[src/core/cxm_pkg.sv]
// package for the transceiver mode and fail-safe controller
// assumes a 10 mhz system clock and pin levels from the analog front end

package cxm_pkg;

   // ----------------------------------------------------------
   // clock and timing
   // ----------------------------------------------------------
   localparam int CLK_PERIOD_NS     = 100;
   localparam int WAKE_FILTER_NS    = 1000;
   localparam int TX_DOM_TIMEOUT_NS = 1000000;
   localparam int BUS_DOM_TIMEOUT_NS = 1000000;
   // least times, rounded up to whole cycles
   localparam int WAKE_FILTER_CYC   = (WAKE_FILTER_NS + CLK_PERIOD_NS - 1) / CLK_PERIOD_NS;
   localparam int TX_DOM_TIMEOUT_CYC =
      (TX_DOM_TIMEOUT_NS + CLK_PERIOD_NS - 1) / CLK_PERIOD_NS;
   localparam int BUS_DOM_TIMEOUT_CYC =
      (BUS_DOM_TIMEOUT_NS + CLK_PERIOD_NS - 1) / CLK_PERIOD_NS;

   // ----------------------------------------------------------
   // fifo sizing
   // ----------------------------------------------------------
   localparam int TXQ_DEPTH = 32;
   localparam int TXQ_WIDTH = 1;

   // ----------------------------------------------------------
   // pin group and reset levels
   // ----------------------------------------------------------
   typedef struct packed {
      logic tx_recessive;
      logic mode_select_in;
      logic bus_dominant;
      logic lp_bus_dominant;
      logic main_supply_ok;
      logic io_supply_ok;
      logic over_temp;
   } cxm_pins_s;

   // pulled-up inputs read high, supplies read absent
   localparam cxm_pins_s PINS_RST = '{
      tx_recessive: 1'b1, mode_select_in: 1'b1, bus_dominant: 1'b0,
      lp_bus_dominant: 1'b0, main_supply_ok: 1'b0, io_supply_ok: 1'b0,
      over_temp: 1'b0};

   typedef enum logic [1:0] {
      CXM_OFF,
      CXM_STANDBY,
      CXM_NORMAL
   } cxm_mode_e;

   typedef struct packed {
      logic tx_drive_dominant;
      logic bus_bias_ground;
      logic split_bias_oe;
      logic bus_engaged;
      logic normal_mode;
   } cxm_drv_s;

   localparam cxm_drv_s DRV_RST = '0;

endpackage

[src/core/cxm_transceiver.sv]
// mode control, wake filter and fail-safe logic of a can transceiver
// assumes analog front end delivers bus state and supply/thermal flags as levels

`timescale 1ns/100ps

// ----------------------------------------------------------
// transmit queue
// ----------------------------------------------------------
module cxm_fifo #(
   parameter int WIDTH = 1,
   parameter int DEPTH = 32
) (
   input  wire logic             clk,
   input  wire logic             reset_n,
   input  wire logic             in_valid,
   output logic                  in_ready,
   input  wire logic [WIDTH-1:0] in_data,
   output logic                  out_valid,
   input  wire logic             out_ready,
   output logic [WIDTH-1:0]      out_data
);
   localparam int AW = $clog2(DEPTH);

   logic [WIDTH-1:0] mem [DEPTH];
   logic [AW-1:0]    wr_ptr_r;
   logic [AW-1:0]    rd_ptr_r;
   logic [AW:0]      count_r;
   wire              push_w = in_valid && in_ready;
   wire              pop_w  = out_valid && out_ready;

   assign in_ready  = (count_r != (AW+1)'(DEPTH));
   assign out_valid = (count_r != '0);
   assign out_data  = mem[rd_ptr_r];

   always_ff @(posedge clk) begin
      if (push_w) begin
         mem[wr_ptr_r] <= in_data;
      end
   end

   always_ff @(posedge clk or negedge reset_n) begin
      if (!reset_n) begin
         wr_ptr_r <= '0;
         rd_ptr_r <= '0;
         count_r  <= '0;
      end else begin
         wr_ptr_r <= push_w ? wr_ptr_r + 1'b1 : wr_ptr_r;
         rd_ptr_r <= pop_w ? rd_ptr_r + 1'b1 : rd_ptr_r;
         count_r  <= count_r + (AW+1)'(push_w) - (AW+1)'(pop_w);
      end
   end
endmodule // cxm_fifo

// ----------------------------------------------------------
// transceiver control
// ----------------------------------------------------------
module cxm_transceiver
   import cxm_pkg::*;
#(
   parameter int WAKE_CYC   = cxm_pkg::WAKE_FILTER_CYC,
   parameter int TX_TO_CYC  = cxm_pkg::TX_DOM_TIMEOUT_CYC,
   parameter int BUS_TO_CYC = cxm_pkg::BUS_DOM_TIMEOUT_CYC
) (
   input  wire logic              clk,
   input  wire logic              reset_n,
   input  wire cxm_pkg::cxm_pins_s pins_in,
   output logic                   rx_data_out,
   output cxm_pkg::cxm_drv_s      drv_out,
   output logic                   tx_timeout_out,
   output logic                   thermal_off_out
);
   import cxm_pkg::*;

   localparam int CW = 32;

   function automatic logic [CW-1:0] sat_inc(input logic [CW-1:0] v);
      return (v == '1) ? v : v + 1'b1;
   endfunction

   // ----------------------------------------------------------
   // pin synchronisers
   // ----------------------------------------------------------
   cxm_pins_s meta_r;
   cxm_pins_s pins_r;

   always_ff @(posedge clk or negedge reset_n) begin
      if (!reset_n) begin
         meta_r <= PINS_RST;
         pins_r <= PINS_RST;
      end else begin
         meta_r <= pins_in;
         pins_r <= meta_r;
      end
   end

   // ----------------------------------------------------------
   // mode selection
   // ----------------------------------------------------------
   cxm_mode_e mode_r;
   cxm_mode_e mode_nxt;

   assign mode_nxt = !pins_r.io_supply_ok   ? CXM_OFF :
                     !pins_r.main_supply_ok ? CXM_STANDBY :
                     pins_r.mode_select_in  ? CXM_STANDBY :
                                              CXM_NORMAL;

   always_ff @(posedge clk or negedge reset_n) begin
      if (!reset_n) begin
         mode_r <= CXM_OFF;
      end else begin
         mode_r <= mode_nxt;
      end
   end

   wire normal_w  = (mode_r == CXM_NORMAL);
   wire standby_w = (mode_r == CXM_STANDBY);

   // ----------------------------------------------------------
   // transmit dominant time-out
   // ----------------------------------------------------------
   logic [CW-1:0] tx_cnt_r;
   logic          tx_to_r;
   wire           tx_to_hit_w = (tx_cnt_r >= CW'(TX_TO_CYC));

   always_ff @(posedge clk or negedge reset_n) begin
      if (!reset_n) begin
         tx_cnt_r <= '0;
         tx_to_r  <= 1'b0;
      end else begin
         tx_cnt_r <= pins_r.tx_recessive ? '0 : sat_inc(tx_cnt_r);
         tx_to_r  <= !pins_r.tx_recessive && (tx_to_r || tx_to_hit_w);
      end
   end

   // ----------------------------------------------------------
   // overtemperature latch
   // ----------------------------------------------------------
   logic ot_r;
   wire  ot_nxt = pins_r.over_temp || (ot_r && !pins_r.tx_recessive);

   always_ff @(posedge clk or negedge reset_n) begin
      if (!reset_n) begin
         ot_r <= 1'b0;
      end else begin
         ot_r <= ot_nxt;
      end
   end

   // ----------------------------------------------------------
   // transmit queue
   // ----------------------------------------------------------
   wire drv_en_w = normal_w && !tx_to_r && !ot_r;
   wire q_in_ready;
   wire q_out_valid;
   wire q_out_dom;

   // queue always drained, so no stale samples replay after a cut
   cxm_fifo #(
      .WIDTH (TXQ_WIDTH),
      .DEPTH (TXQ_DEPTH)
   ) cxm_fifo_i (
      .clk       (clk),
      .reset_n   (reset_n),
      .in_valid  (normal_w),
      .in_ready  (q_in_ready),
      .in_data   (!pins_r.tx_recessive),
      .out_valid (q_out_valid),
      .out_ready (1'b1),
      .out_data  (q_out_dom)
   );

   wire tx_dom_w = drv_en_w && q_out_valid && q_out_dom && !pins_r.tx_recessive;

   // ----------------------------------------------------------
   // wake filter and bus time-out
   // ----------------------------------------------------------
   logic [CW-1:0] wf_cnt_r;
   logic          wf_state_r;
   logic          lp_prev_r;
   logic [CW-1:0] bus_cnt_r;
   logic          bus_to_r;
   wire           lp_w       = pins_r.lp_bus_dominant;
   wire           wf_diff_w  = (lp_w != wf_state_r);
   wire           wf_pass_w  = wf_diff_w && (wf_cnt_r >= CW'(WAKE_CYC));
   wire           bus_rise_w = lp_w && !lp_prev_r;
   wire           bus_hit_w  = (bus_cnt_r >= CW'(BUS_TO_CYC));
   wire           bus_hold_w = bus_to_r && wf_state_r; // cancel kept until filter is recessive or the bus turns dominant again

   always_ff @(posedge clk or negedge reset_n) begin
      if (!reset_n) begin
         wf_cnt_r   <= '0;
         wf_state_r <= 1'b0;
         lp_prev_r  <= 1'b0;
      end else begin
         wf_cnt_r   <= (wf_diff_w && !wf_pass_w) ? sat_inc(wf_cnt_r) : '0;
         wf_state_r <= wf_pass_w ? lp_w : wf_state_r;
         lp_prev_r  <= lp_w;
      end
   end

   always_ff @(posedge clk or negedge reset_n) begin
      if (!reset_n) begin
         bus_cnt_r <= '0;
         bus_to_r  <= 1'b0;
      end else begin
         bus_cnt_r <= (!lp_w || bus_rise_w) ? '0 : sat_inc(bus_cnt_r);
         bus_to_r  <= !bus_rise_w && ((lp_w && bus_hit_w) || bus_hold_w);
      end
   end

   // ----------------------------------------------------------
   // receive output and drivers
   // ----------------------------------------------------------
   wire rx_nxt = normal_w  ? !pins_r.bus_dominant :
                 standby_w ? !(wf_state_r && !bus_to_r) :
                             1'b1;
   cxm_drv_s drv_nxt;

   assign drv_nxt.tx_drive_dominant = tx_dom_w;
   assign drv_nxt.bus_bias_ground   = standby_w;
   assign drv_nxt.split_bias_oe     = normal_w;
   assign drv_nxt.bus_engaged       = (mode_r != CXM_OFF);
   assign drv_nxt.normal_mode       = normal_w;

   always_ff @(posedge clk or negedge reset_n) begin
      if (!reset_n) begin
         rx_data_out     <= 1'b1;
         drv_out         <= DRV_RST;
         tx_timeout_out  <= 1'b0;
         thermal_off_out <= 1'b0;
      end else begin
         rx_data_out     <= rx_nxt;
         drv_out         <= drv_nxt;
         tx_timeout_out  <= tx_to_r;
         thermal_off_out <= ot_r;
      end
   end

   // ----------------------------------------------------------
   // assertions
   // ----------------------------------------------------------
   normal_entry_a: assert property (@(posedge clk) disable iff (!reset_n)
      pins_r.io_supply_ok && pins_r.main_supply_ok && !pins_r.mode_select_in
      |=> mode_r == CXM_NORMAL) else $error("normal mode not entered");

   normal_rx_a: assert property (@(posedge clk) disable iff (!reset_n)
      normal_w |=> rx_data_out == !$past(pins_r.bus_dominant))
      else $error("receive output not following bus");

   standby_tx_a: assert property (@(posedge clk) disable iff (!reset_n)
      standby_w |=> !drv_out.tx_drive_dominant) else $error("transmit in standby");

   wake_filter_a: assert property (@(posedge clk) disable iff (!reset_n)
      $changed(wf_state_r) |-> $past(wf_cnt_r) >= CW'(WAKE_CYC))
      else $error("wake state changed too early");

   wake_mode_a: assert property (@(posedge clk) disable iff (!reset_n)
      standby_w && pins_r.mode_select_in && pins_r.io_supply_ok |=> !normal_w)
      else $error("wake changed mode");

   bias_ground_a: assert property (@(posedge clk) disable iff (!reset_n)
      standby_w |=> drv_out.bus_bias_ground && !drv_out.split_bias_oe)
      else $error("standby bias wrong");

   tx_timeout_a: assert property (@(posedge clk) disable iff (!reset_n)
      tx_to_r |-> !tx_dom_w) else $error("transmitter active after time-out");

   tx_clear_a: assert property (@(posedge clk) disable iff (!reset_n)
      pins_r.tx_recessive |=> tx_cnt_r == '0 && !tx_to_r) else $error("timer not cleared");

   bus_timeout_a: assert property (@(posedge clk) disable iff (!reset_n)
      standby_w && bus_to_r ##1 standby_w |-> rx_data_out)
      else $error("wake not cancelled");

   undervolt_a: assert property (@(posedge clk) disable iff (!reset_n)
      pins_r.io_supply_ok && !pins_r.main_supply_ok |=> standby_w)
      else $error("main undervoltage not in standby");

   io_off_a: assert property (@(posedge clk) disable iff (!reset_n)
      !pins_r.io_supply_ok |=> ##1 !drv_out.bus_engaged && !drv_out.tx_drive_dominant)
      else $error("engaged without io supply");

   thermal_a: assert property (@(posedge clk) disable iff (!reset_n)
      ot_r && !pins_r.tx_recessive |=> ot_r) else $error("thermal release while dominant");

   thermal_drive_a: assert property (@(posedge clk) disable iff (!reset_n)
      ot_r |-> !tx_dom_w)
      else $error("transmitter active while hot");

   standby_entry_a: assert property (@(posedge clk) disable iff (!reset_n)
      pins_r.io_supply_ok && pins_r.mode_select_in |=> standby_w)
      else $error("standby not entered");

   wake_rx_a: assert property (@(posedge clk) disable iff (!reset_n)
      standby_w && wf_state_r && !bus_to_r |=> !rx_data_out)
      else $error("wake request not shown");

   io_monitor_a: assert property (@(posedge clk) disable iff (!reset_n)
      standby_w && !pins_r.main_supply_ok && wf_state_r && !bus_to_r |=> !rx_data_out)
      else $error("wake lost without main supply");

   bus_start_a: assert property (@(posedge clk) disable iff (!reset_n)
      bus_rise_w |=> bus_cnt_r == '0 && !bus_to_r)
      else $error("bus timer not restarted");

   bus_clear_a: assert property (@(posedge clk) disable iff (!reset_n)
      !pins_r.lp_bus_dominant |=> bus_cnt_r == '0)
      else $error("bus timer not cleared");

   split_float_a: assert property (@(posedge clk) disable iff (!reset_n)
      !normal_w |=> !drv_out.split_bias_oe)
      else $error("split driven outside normal");

   cover_wake_c: cover property (@(posedge clk) disable iff (!reset_n)
      standby_w && !rx_data_out);
   cover_txto_c: cover property (@(posedge clk) disable iff (!reset_n) $rose(tx_to_r));
   cover_busto_c: cover property (@(posedge clk) disable iff (!reset_n)
      standby_w && $rose(bus_to_r));
   cover_txq_c: cover property (@(posedge clk) disable iff (!reset_n)
      q_in_ready && q_out_valid && q_out_dom);

endmodule // cxm_transceiver

[config.mk]
export PLATFORM = sky130hd
export DESIGN_NAME = cxm_transceiver
export DESIGN_NICKNAME = d
export VERILOG_FILES = /design/src/core/cxm_pkg.sv /design/src/core/cxm_transceiver.sv
export SDC_FILE = /design/constraint.sdc
export NUM_CORES = 1
export LEC_CHECK = 0
export CAP_MARGIN = 20
export CORE_ASPECT_RATIO = 1.2
export CORE_MARGIN = 5
export CORE_UTILIZATION = 63
export DETAILED_ROUTE_END_ITERATION = 10
export DONT_BUFFER_PORTS = 1
export MAX_ROUTING_LAYER = met4
export PLACE_DENSITY = 0.88
export SLEW_MARGIN = 20
export SYNTH_ARGS = -nofsm -noshare
export SYNTH_HDL_FRONTEND = slang
export SYNTH_SLANG_ARGS = --single-unit
[constraint.sdc]
create_clock -name clk -period 3.3 [get_ports clk]
set_input_delay 0.66 -clock clk [delete_from_list [all_inputs] [get_ports clk]]
set_output_delay 0.66 -clock clk [all_outputs]
set_load 0.05 [all_outputs]
==> summary.md, run 1 <==
| Metric | Value |
|---|---|
| Worst slack, placed | around 0.64 ns |
| Post-DP HPWL | roughly 10000 µm |
| Synth Area in XOR/XNOR | about 4.6% |
| Crit path to | bus_cnt_r[9] |
| Post-synth top flop | dfrtp_1 |
| Fin Hold WS | -0.0670 ns |
| Nets | around 760 |
| Ys async rst share | about four fifths |
| Reg2reg path depth | 5 |
| Avg Vias per Cell | roughly 6.3 |
| Area Overhead vs Synth | 10.7% |
| # DRC | 0 |
| Initial antenna violation count | 0 |
| Simple-gate portion of the synthesized area | about a fifth |
| Worst setup SP type | register |
| Global-route wire length before repair | 27400 µm |
| Synth top area cells | dfrtp_1, edfxtp_1, nor2_1, xnor2_1, ha_1 |
| Warnings from Yosys | 0 |
| Final Non-Filler Cells | about 900 |
| FF-to-FF Start | bus_cnt_r[11] |
| Vias in the first global route | 5713 |
| Synthesis-stage register bit count | 172 |
| Mux share of post-synthesis cell area | 3.54% |
| Hold WC Path Type | in2async |
| Crit path from | bus_cnt_r[11] |
| Largest family of logic cells by synthesized area | simple AND/OR/NAND/NOR gates |
| Post-synthesis adder-cell area fraction | 3.47% |
| Clk_lat worst skew | roughly 0.42 ns |
| TritonCTS buffer count | 17 |
| Synth top area share | between 40% and 50% |
| DR pass1 iterations | 5 |
| Worst slew pin tran | 1.02 ns |
| Total grt overflow | 0 |
| Compound-gate portion of the synthesized area | about 8.2% |
| Largest area contributor in the netlist | dfrtp_1 |
| CTS Buffer Depth | 2 |
| Avg WL per Cell | between 15 and 20 µm |
| P_leak | between 3 and 4 nW |
| RR Endpoint | bus_cnt_r[9] |
| GP Congestion | between 0.8 and 0.9 |
| Leading cell type in the layout, fill and taps excluded | dfrtp_1 |
| Final Skew | 0.0105 ns |
| Fin crit share | a little over 80% |
| Grt met2 use | about two fifths |
| Die area | 14700 µm² |
| CTS clk-pin slew, worst paths | approximately 0.07 ns |
| PD cells | 607 nW/µm² |
| Gate Count Post-Synth | approximately 700 |
| Met3 usage | under 10% |
| Fillers | approximately 800 |
| Final Max Tran Viols | 0 |
| Fmax | 0.366 GHz |
| # setup viols final | 0 |
| CP Class | reg2reg |
| Status | complete, but fails checks |
| Layout Cell Area excl Fill | ~8600 µm² |
| Synthesized area | around 8000 µm² |
| Post-synthesis cell type count | 55 |
| ANT cells | 0 |
| Layout cells sized above 1 | roughly 8.1% |
| CORE AREA | 12100 µm² |
| Req. time, crit path | 3.63 ns |
| Die X | 111 µm |
| Total power | 5.23 mW |
| DP Area | approximately 8000 µm² |
| Starting Density | between 60 and 70% |
| CTS tree | done |
| Number of flops mapped to enable cells by yosys | 32 |
| Largest net degree at the start of global routing | around 140 |
| CP Data Arrival Time | 3.06 ns |
| Clock sink count | 172 |
| Post-synthesis sequential area ratio | a little under three fifths |
| Setup Buffers After CTS | 0 |
| Via count | approximately 5700 |
| Initial DRC count | a little over 600 |
| Most Crowded Layer GR | met2 |
| Critical Path Fanout Max | 11 |
| Min Tclk post-route | around 2.7 ns |
| R2r setup slk | ~0.57 ns |
| # placed instances | 870 |
| CTS root buf | clkbuf_16 |
| Met1 usage | between 20% and 30% |
| RSZ-0062 raised after global routing | false |
| CP endpoint kind | register |
| Number of H-tree levels | 4 |
| Hold Vio Cnt, Final | around 140 |
| PnR worst setup slack | about 0.57 ns |
| Commonest cells after routing, fill and taps aside | dfrtp_1, nor2_1, nand2_1 |
| Avg Cell Area, Syn | roughly 11 µm² |
| Cell Rows | 44 |
| Failing checks | hold timing |
| Max-cap violations | 0 |
| Post-cts sizing count | 0 |
| Die height | 132 µm |
| Post-route ant nets | 0 |
| TNS Setup | 0 ns |
| Fin util | a little over 70% |
| Ports | 17 |
| All-Layer GR Usage | between 20% and 30% |
| Port bufs | 0 |
| Peak supply drop | approximately 0.37 mV |
| Final WL | approximately 16000 µm |
| Headroom to the max-slew limit | a little under a third |
## worst min-delay path by stage
| stage | start | to |
|---|---|---|
| 2_1_floorplan | meta_r[3] | lp_w |
| 3_3_place_gp | meta_r[1] | pins_r[1] |
| 3_5_place_dp | meta_r[1] | pins_r[1] |
| 4_1_cts | reset_n | wf_cnt_r[25] |
| 5_1_grt | reset_n | wf_cnt_r[9] |
| 6_report | reset_n | wf_cnt_r[9] |
## synthesized netlist by cell type, drive strengths merged, types with 2 or more instances
library cell	instances
xnor2	31
nor3	15
o21ai	29
a211o	2
o31ai	10
nor3b	2
dfrtp	135
and2	3
a311oi	2
or4	15
o2111ai	2
ha	20
a21boi	3
nor2	76
nand3b	2
and4	5
or2	2
xor2	10
nand3	24
a21o	2
and3	13
or3	23
nor2b	3
nand4	36
or3b	2
nor4	29
buf	3
edfxtp	32
a211oi	4
mux2	2
mux4	9
a21oi	36
dfstp	5
mux2i	5
clkbuf	25
nand2	44
a31oi	8
inv	24
## cells by family after synthesis
family                     Yosys count
and+or+nand+nor                    294
buffers and inverters               52
xor gates and xnor gates            41
DFF                                172
other                                1
AOI/OAI and AO/OA                  106
adders and majority gates           21
muxes                               16
## power breakdown
part / internal (mW) / switching (mW)
Combinational: 0.357 / 0.336
Sequential: 2.31 / 0.205
Clock: 1.21 / 0.806
## worst max-delay path: stages (launching register included)
cell and delay [ns]:
dfrtp_1 0.46, nand4_1 0.20, or4_1 0.74, nor4_1 0.87
o21ai_0 0.21, a21oi_1 0.16
## layout make-up
type | count | area (µm²) | share of cell area, %
inverters | 24 | 90.1 | 1.05
repair buffers | 7 | 52.6 | 0.610
clock inverters | 10 | 139 | 1.61
multi-input cells | 506 | 3200 | 37.2
flip-flops and latches | 172 | 4470 | 51.9
well taps | 161 | 201 | 2.34
clock buffers | 22 | 454 | 5.28
## metal layers
metal  share of wire (%)  up-vias
met5                   0        -
met4                 2.9        0
met3                 4.7       49
met2                  52      211
met1                  41     2809
li1                    -     2605
## flip-flops by register name (all words and copies together) (netlist names), 5 cells and up
| signal | flops |
|---|---|
| cxm_fifo_i.mem | 32 |
| meta_r | 7 |
| cxm_fifo_i.wr_ptr_r | 5 |
| cxm_fifo_i.rd_ptr_r | 5 |
| cxm_fifo_i.count_r | 6 |
| wf_cnt_r | 32 |
| tx_cnt_r | 32 |
| bus_cnt_r | 32 |
| pins_r | 6 |
Note: power is estimated with default switching activity, not from simulation.
==> run 2: changes to the inputs <==
Settings changed: ABC_AREA set to 1, CORE_UTILIZATION 63 to 58, PLACE_DENSITY 0.88 to 0.85.
Clock period 3.3 ns to 2.3 ns, I/O delays scaled along.
==> run 2 against run 1 <==
  * The flow still finishes with violations (hold timing)
  * Critical path depth increased by 5
  * Fmax increased by 23%
  * Area after synthesis increased by 11%
  * Non-clock buffer count increased by 5
  * Register-to-register slack got worse by 0.49 ns
  * Critical path type unchanged
  * Critical endpoint is now cxm_fifo_i.count_r[4]
  * Highest routed layer unchanged
==> summary.md, run 2 <==
| Metric | Value |
|---|---|
| Worst setup SP type | register |
| Crit path from | cxm_fifo_i.count_r[2] |
| Commonest cells after routing, fill and taps aside | nand2_1, nor2_1, dfrtp_1 |
| Fin crit share | approximately 97% |
| Final WL | 18900 µm |
| CP Data Arrival Time | about 2.6 ns |
| ANT cells | 0 |
| Clock sink count | 172 |
| Number of H-tree levels | 4 |
| Min Tclk post-route | 2.22 ns |
| Area Overhead vs Synth | 11.1% |
| PnR worst setup slack | approximately 0.075 ns |
| Net Sw Frac | between 30% and 40% |
| Cell Rows | 48 |
| Number of flops mapped to enable cells by yosys | 32 |
| Post-route ant nets | 0 |
| Post-synth top flop | dfrtp_1 |
| Gate Count Post-Synth | roughly 1100 |
| Largest area contributor in the netlist | dfrtp_1 |
| Most instantiated cells after synthesis | nand2_1, nor2_1, dfrtp_1, nand3_1, inv_1 |
| CTS Buffer Depth | 2 |
| PD cells | about 800 nW/µm² |
| Avg Vias per Cell | between 5 and 6 |
| Nets | 1160 |
| Final Max Tran Viols | 0 |
| CP endpoint kind | register |
| Port bufs | 0 |
| Hold Vio Cnt, Final | 140 |
| Failing checks | hold timing |
| Die height | about 140 µm |
| Total grt overflow | 0 |
| Ys async rst share | slightly above 80% |
| Initial antenna violation count | 0 |
| Fin Hold WS | -0.296 ns |
| Leading cell type in the layout, fill and taps excluded | nand2_1 |
| Final Skew | about 0.0079 ns |
| CTS clk-pin slew, worst paths | around 0.07 ns |
| # DRC | 0 |
| Max-cap violations | 0 |
| GP Congestion | between 0.9 and 1 |
| Most numerous cell in the Yosys netlist | nand2_1 |
| Synth top area share | roughly two fifths |
| Die X | approximately 120 µm |
| Critical Path Fanout Max | 2 |
| Post-DP HPWL | ~13000 µm |
| # setup viols final | 0 |
| Initial DRC count | 700 |
| CTS tree | done |
| Layout cells sized above 1 | 7.70% |
| Fin util | 66.0% |
| Starting Density | between 50 and 60% |
| Via count | around 7000 |
| TNS Setup | 0 ns |
| Avg Cell Area, Syn | 7.92 µm² |
| Status | complete, but fails checks |
| Internal | roughly 5.3 mW |
| FF-to-FF Start | cxm_fifo_i.count_r[2] |
| TritonCTS buffer count | 17 |
| Synth top area cells | dfrtp_1, nand2_1, edfxtp_1, nor2_1, nand3_1 |
| DR pass1 iterations | 5 |
| Fmax | 0.450 GHz |
| Global-route wire length before repair | 32300 µm |
| Avg WL per Cell | 14.1 µm |
| Post-synthesis sequential area ratio | between 50 and 60% |
| Psw | 2.44 mW |
| Die area | about 17000 µm² |
| RSZ-0062 raised after global routing | false |
| Clock Power Share | between 30% and 40% |
| P_leak | roughly 4.6 nW |
| Worst slew pin tran | roughly 0.64 ns |
| Warnings from Yosys | 0 |
| CORE AREA | 14500 µm² |
| Vias in the first global route | slightly below 7000 |
| Worst slack, placed | 0.00529 ns |
| Hold WC Path Type | in2async |
| Ports | 17 |
| Synthesis-stage register bit count | 172 |
| Post-synthesis cell type count | 37 |
| Part of the power in registers | 45.5% |
| Fillers | about 1200 |
| All-Layer GR Usage | 24.0% |
| Largest net degree at the start of global routing | 141 |
| CTS root buf | clkbuf_16 |
| CP Class | reg2reg |
| Headroom to the max-slew limit | between 50% and 60% |
| Comb power frac | 17.5% |
| Peak supply drop | between 0.8 and 0.9 mV |
| Synthesized area | about 8600 µm² |
| Clk_lat worst skew | approximately 0.44 ns |
| Req. time, crit path | around 2.6 ns |
-- run 2: cell count changes after synthesis, moves of 23 or more --
cell	before	now
or3_1	23	0
nand2_1	44	331
nor2_1	76	199
nand3_1	23	120
inv_1	24	103
nor4_1	29	0
a21oi_1	36	9
xnor2_1	31	0
-- run 2: area by class of cell --
type	instances	area (µm²)	share of cell area, %
Sequential cell	172	4470	46.6
Multi-Input combinational cell	813	3740	39.0
Inverter	114	428	4.46
Clock buffer	17	425	4.44
Tap cell	200	250	2.61
Clock inverter	15	180	1.88
Timing Repair Buffer	12	95.1	0.991
-- run 2: per-layer routing --
layer	wire length (µm)	GRT usage, %
met4	675	10.3
met1	7960	28.8
met5	0	-
met2	9560	40.1
met3	747	4.09
-- run 2: worst max-delay path, cell delays in order, from the launching register on --
cell and delay (ns):
dfrtp_1 0.41, inv_2 0.07, ha_2 0.17, nand4_1 0.12
ha_1 0.31, inv_1 0.04, ha_1 0.23, fa_2 0.40
a21oi_2 0.14, o21ai_1 0.08, xor2_1 0.14
-- run 2: worst paths after layout --
check / endpoint / slack (ns) / depth (start not counted)
min in group clk: meta_r[4] / 0.04 / 0
max in group asynchronous: pins_r[6] / 2.35 / 0
worst min-delay path: wf_cnt_r[11] / -0.30 / 0
worst max-delay path: cxm_fifo_i.count_r[4] / 0.08 / 10
worst min register to register: pins_r[4] / 0.35 / 0
worst max register to register: cxm_fifo_i.count_r[4] / 0.08 / 10
-- run 2: power groups by stage --
stage               logic (mW)  registers, mW  clock network [mW]
floorplan                0.986           3.49                   0
global placement          1.15           3.55                   0
detailed placement        1.24           3.56                   0
CTS                       1.27           3.50                2.88
global route              1.52           3.53                3.04
finish                    1.35           3.51                2.85
-- run 2: repair_timing --
item,in CTS,in global routing
gates resized for setup,1,5
cloned,0,0
setup endpoints to repair,1,1
setup buffers,0,3
endpoints found under the hold margin,140,142
pin swaps,0,2
-- run 2: logic make-up (layout without fill, tap and decap cells) --
group	count (synthesis)	in the layout	synth area share (%)
buffers and inverters	133	158	6.19
AOI/OAI and AO/OA	47	47	3.27
other	1	28	0.0434
and+or+nand+nor	706	706	34.5
DFF	172	172	51.8
xor gates and xnor gates	11	11	1.12
adders and majority gates	21	21	3.13
-- run 2: per-stage QoR --
step	power, mW	instance area, µm²	hold slack, ns	cells
final	7.71	9590	-0.296	1343
after global routing	8.09	9590	-0.312	1343
after CTS	7.66	9540	-0.298	1338
after detailed placement	4.80	8930	0.167	1306
after global placement	4.70	8930	0.168	1306
after floorplan	4.48	8740	0.164	1118
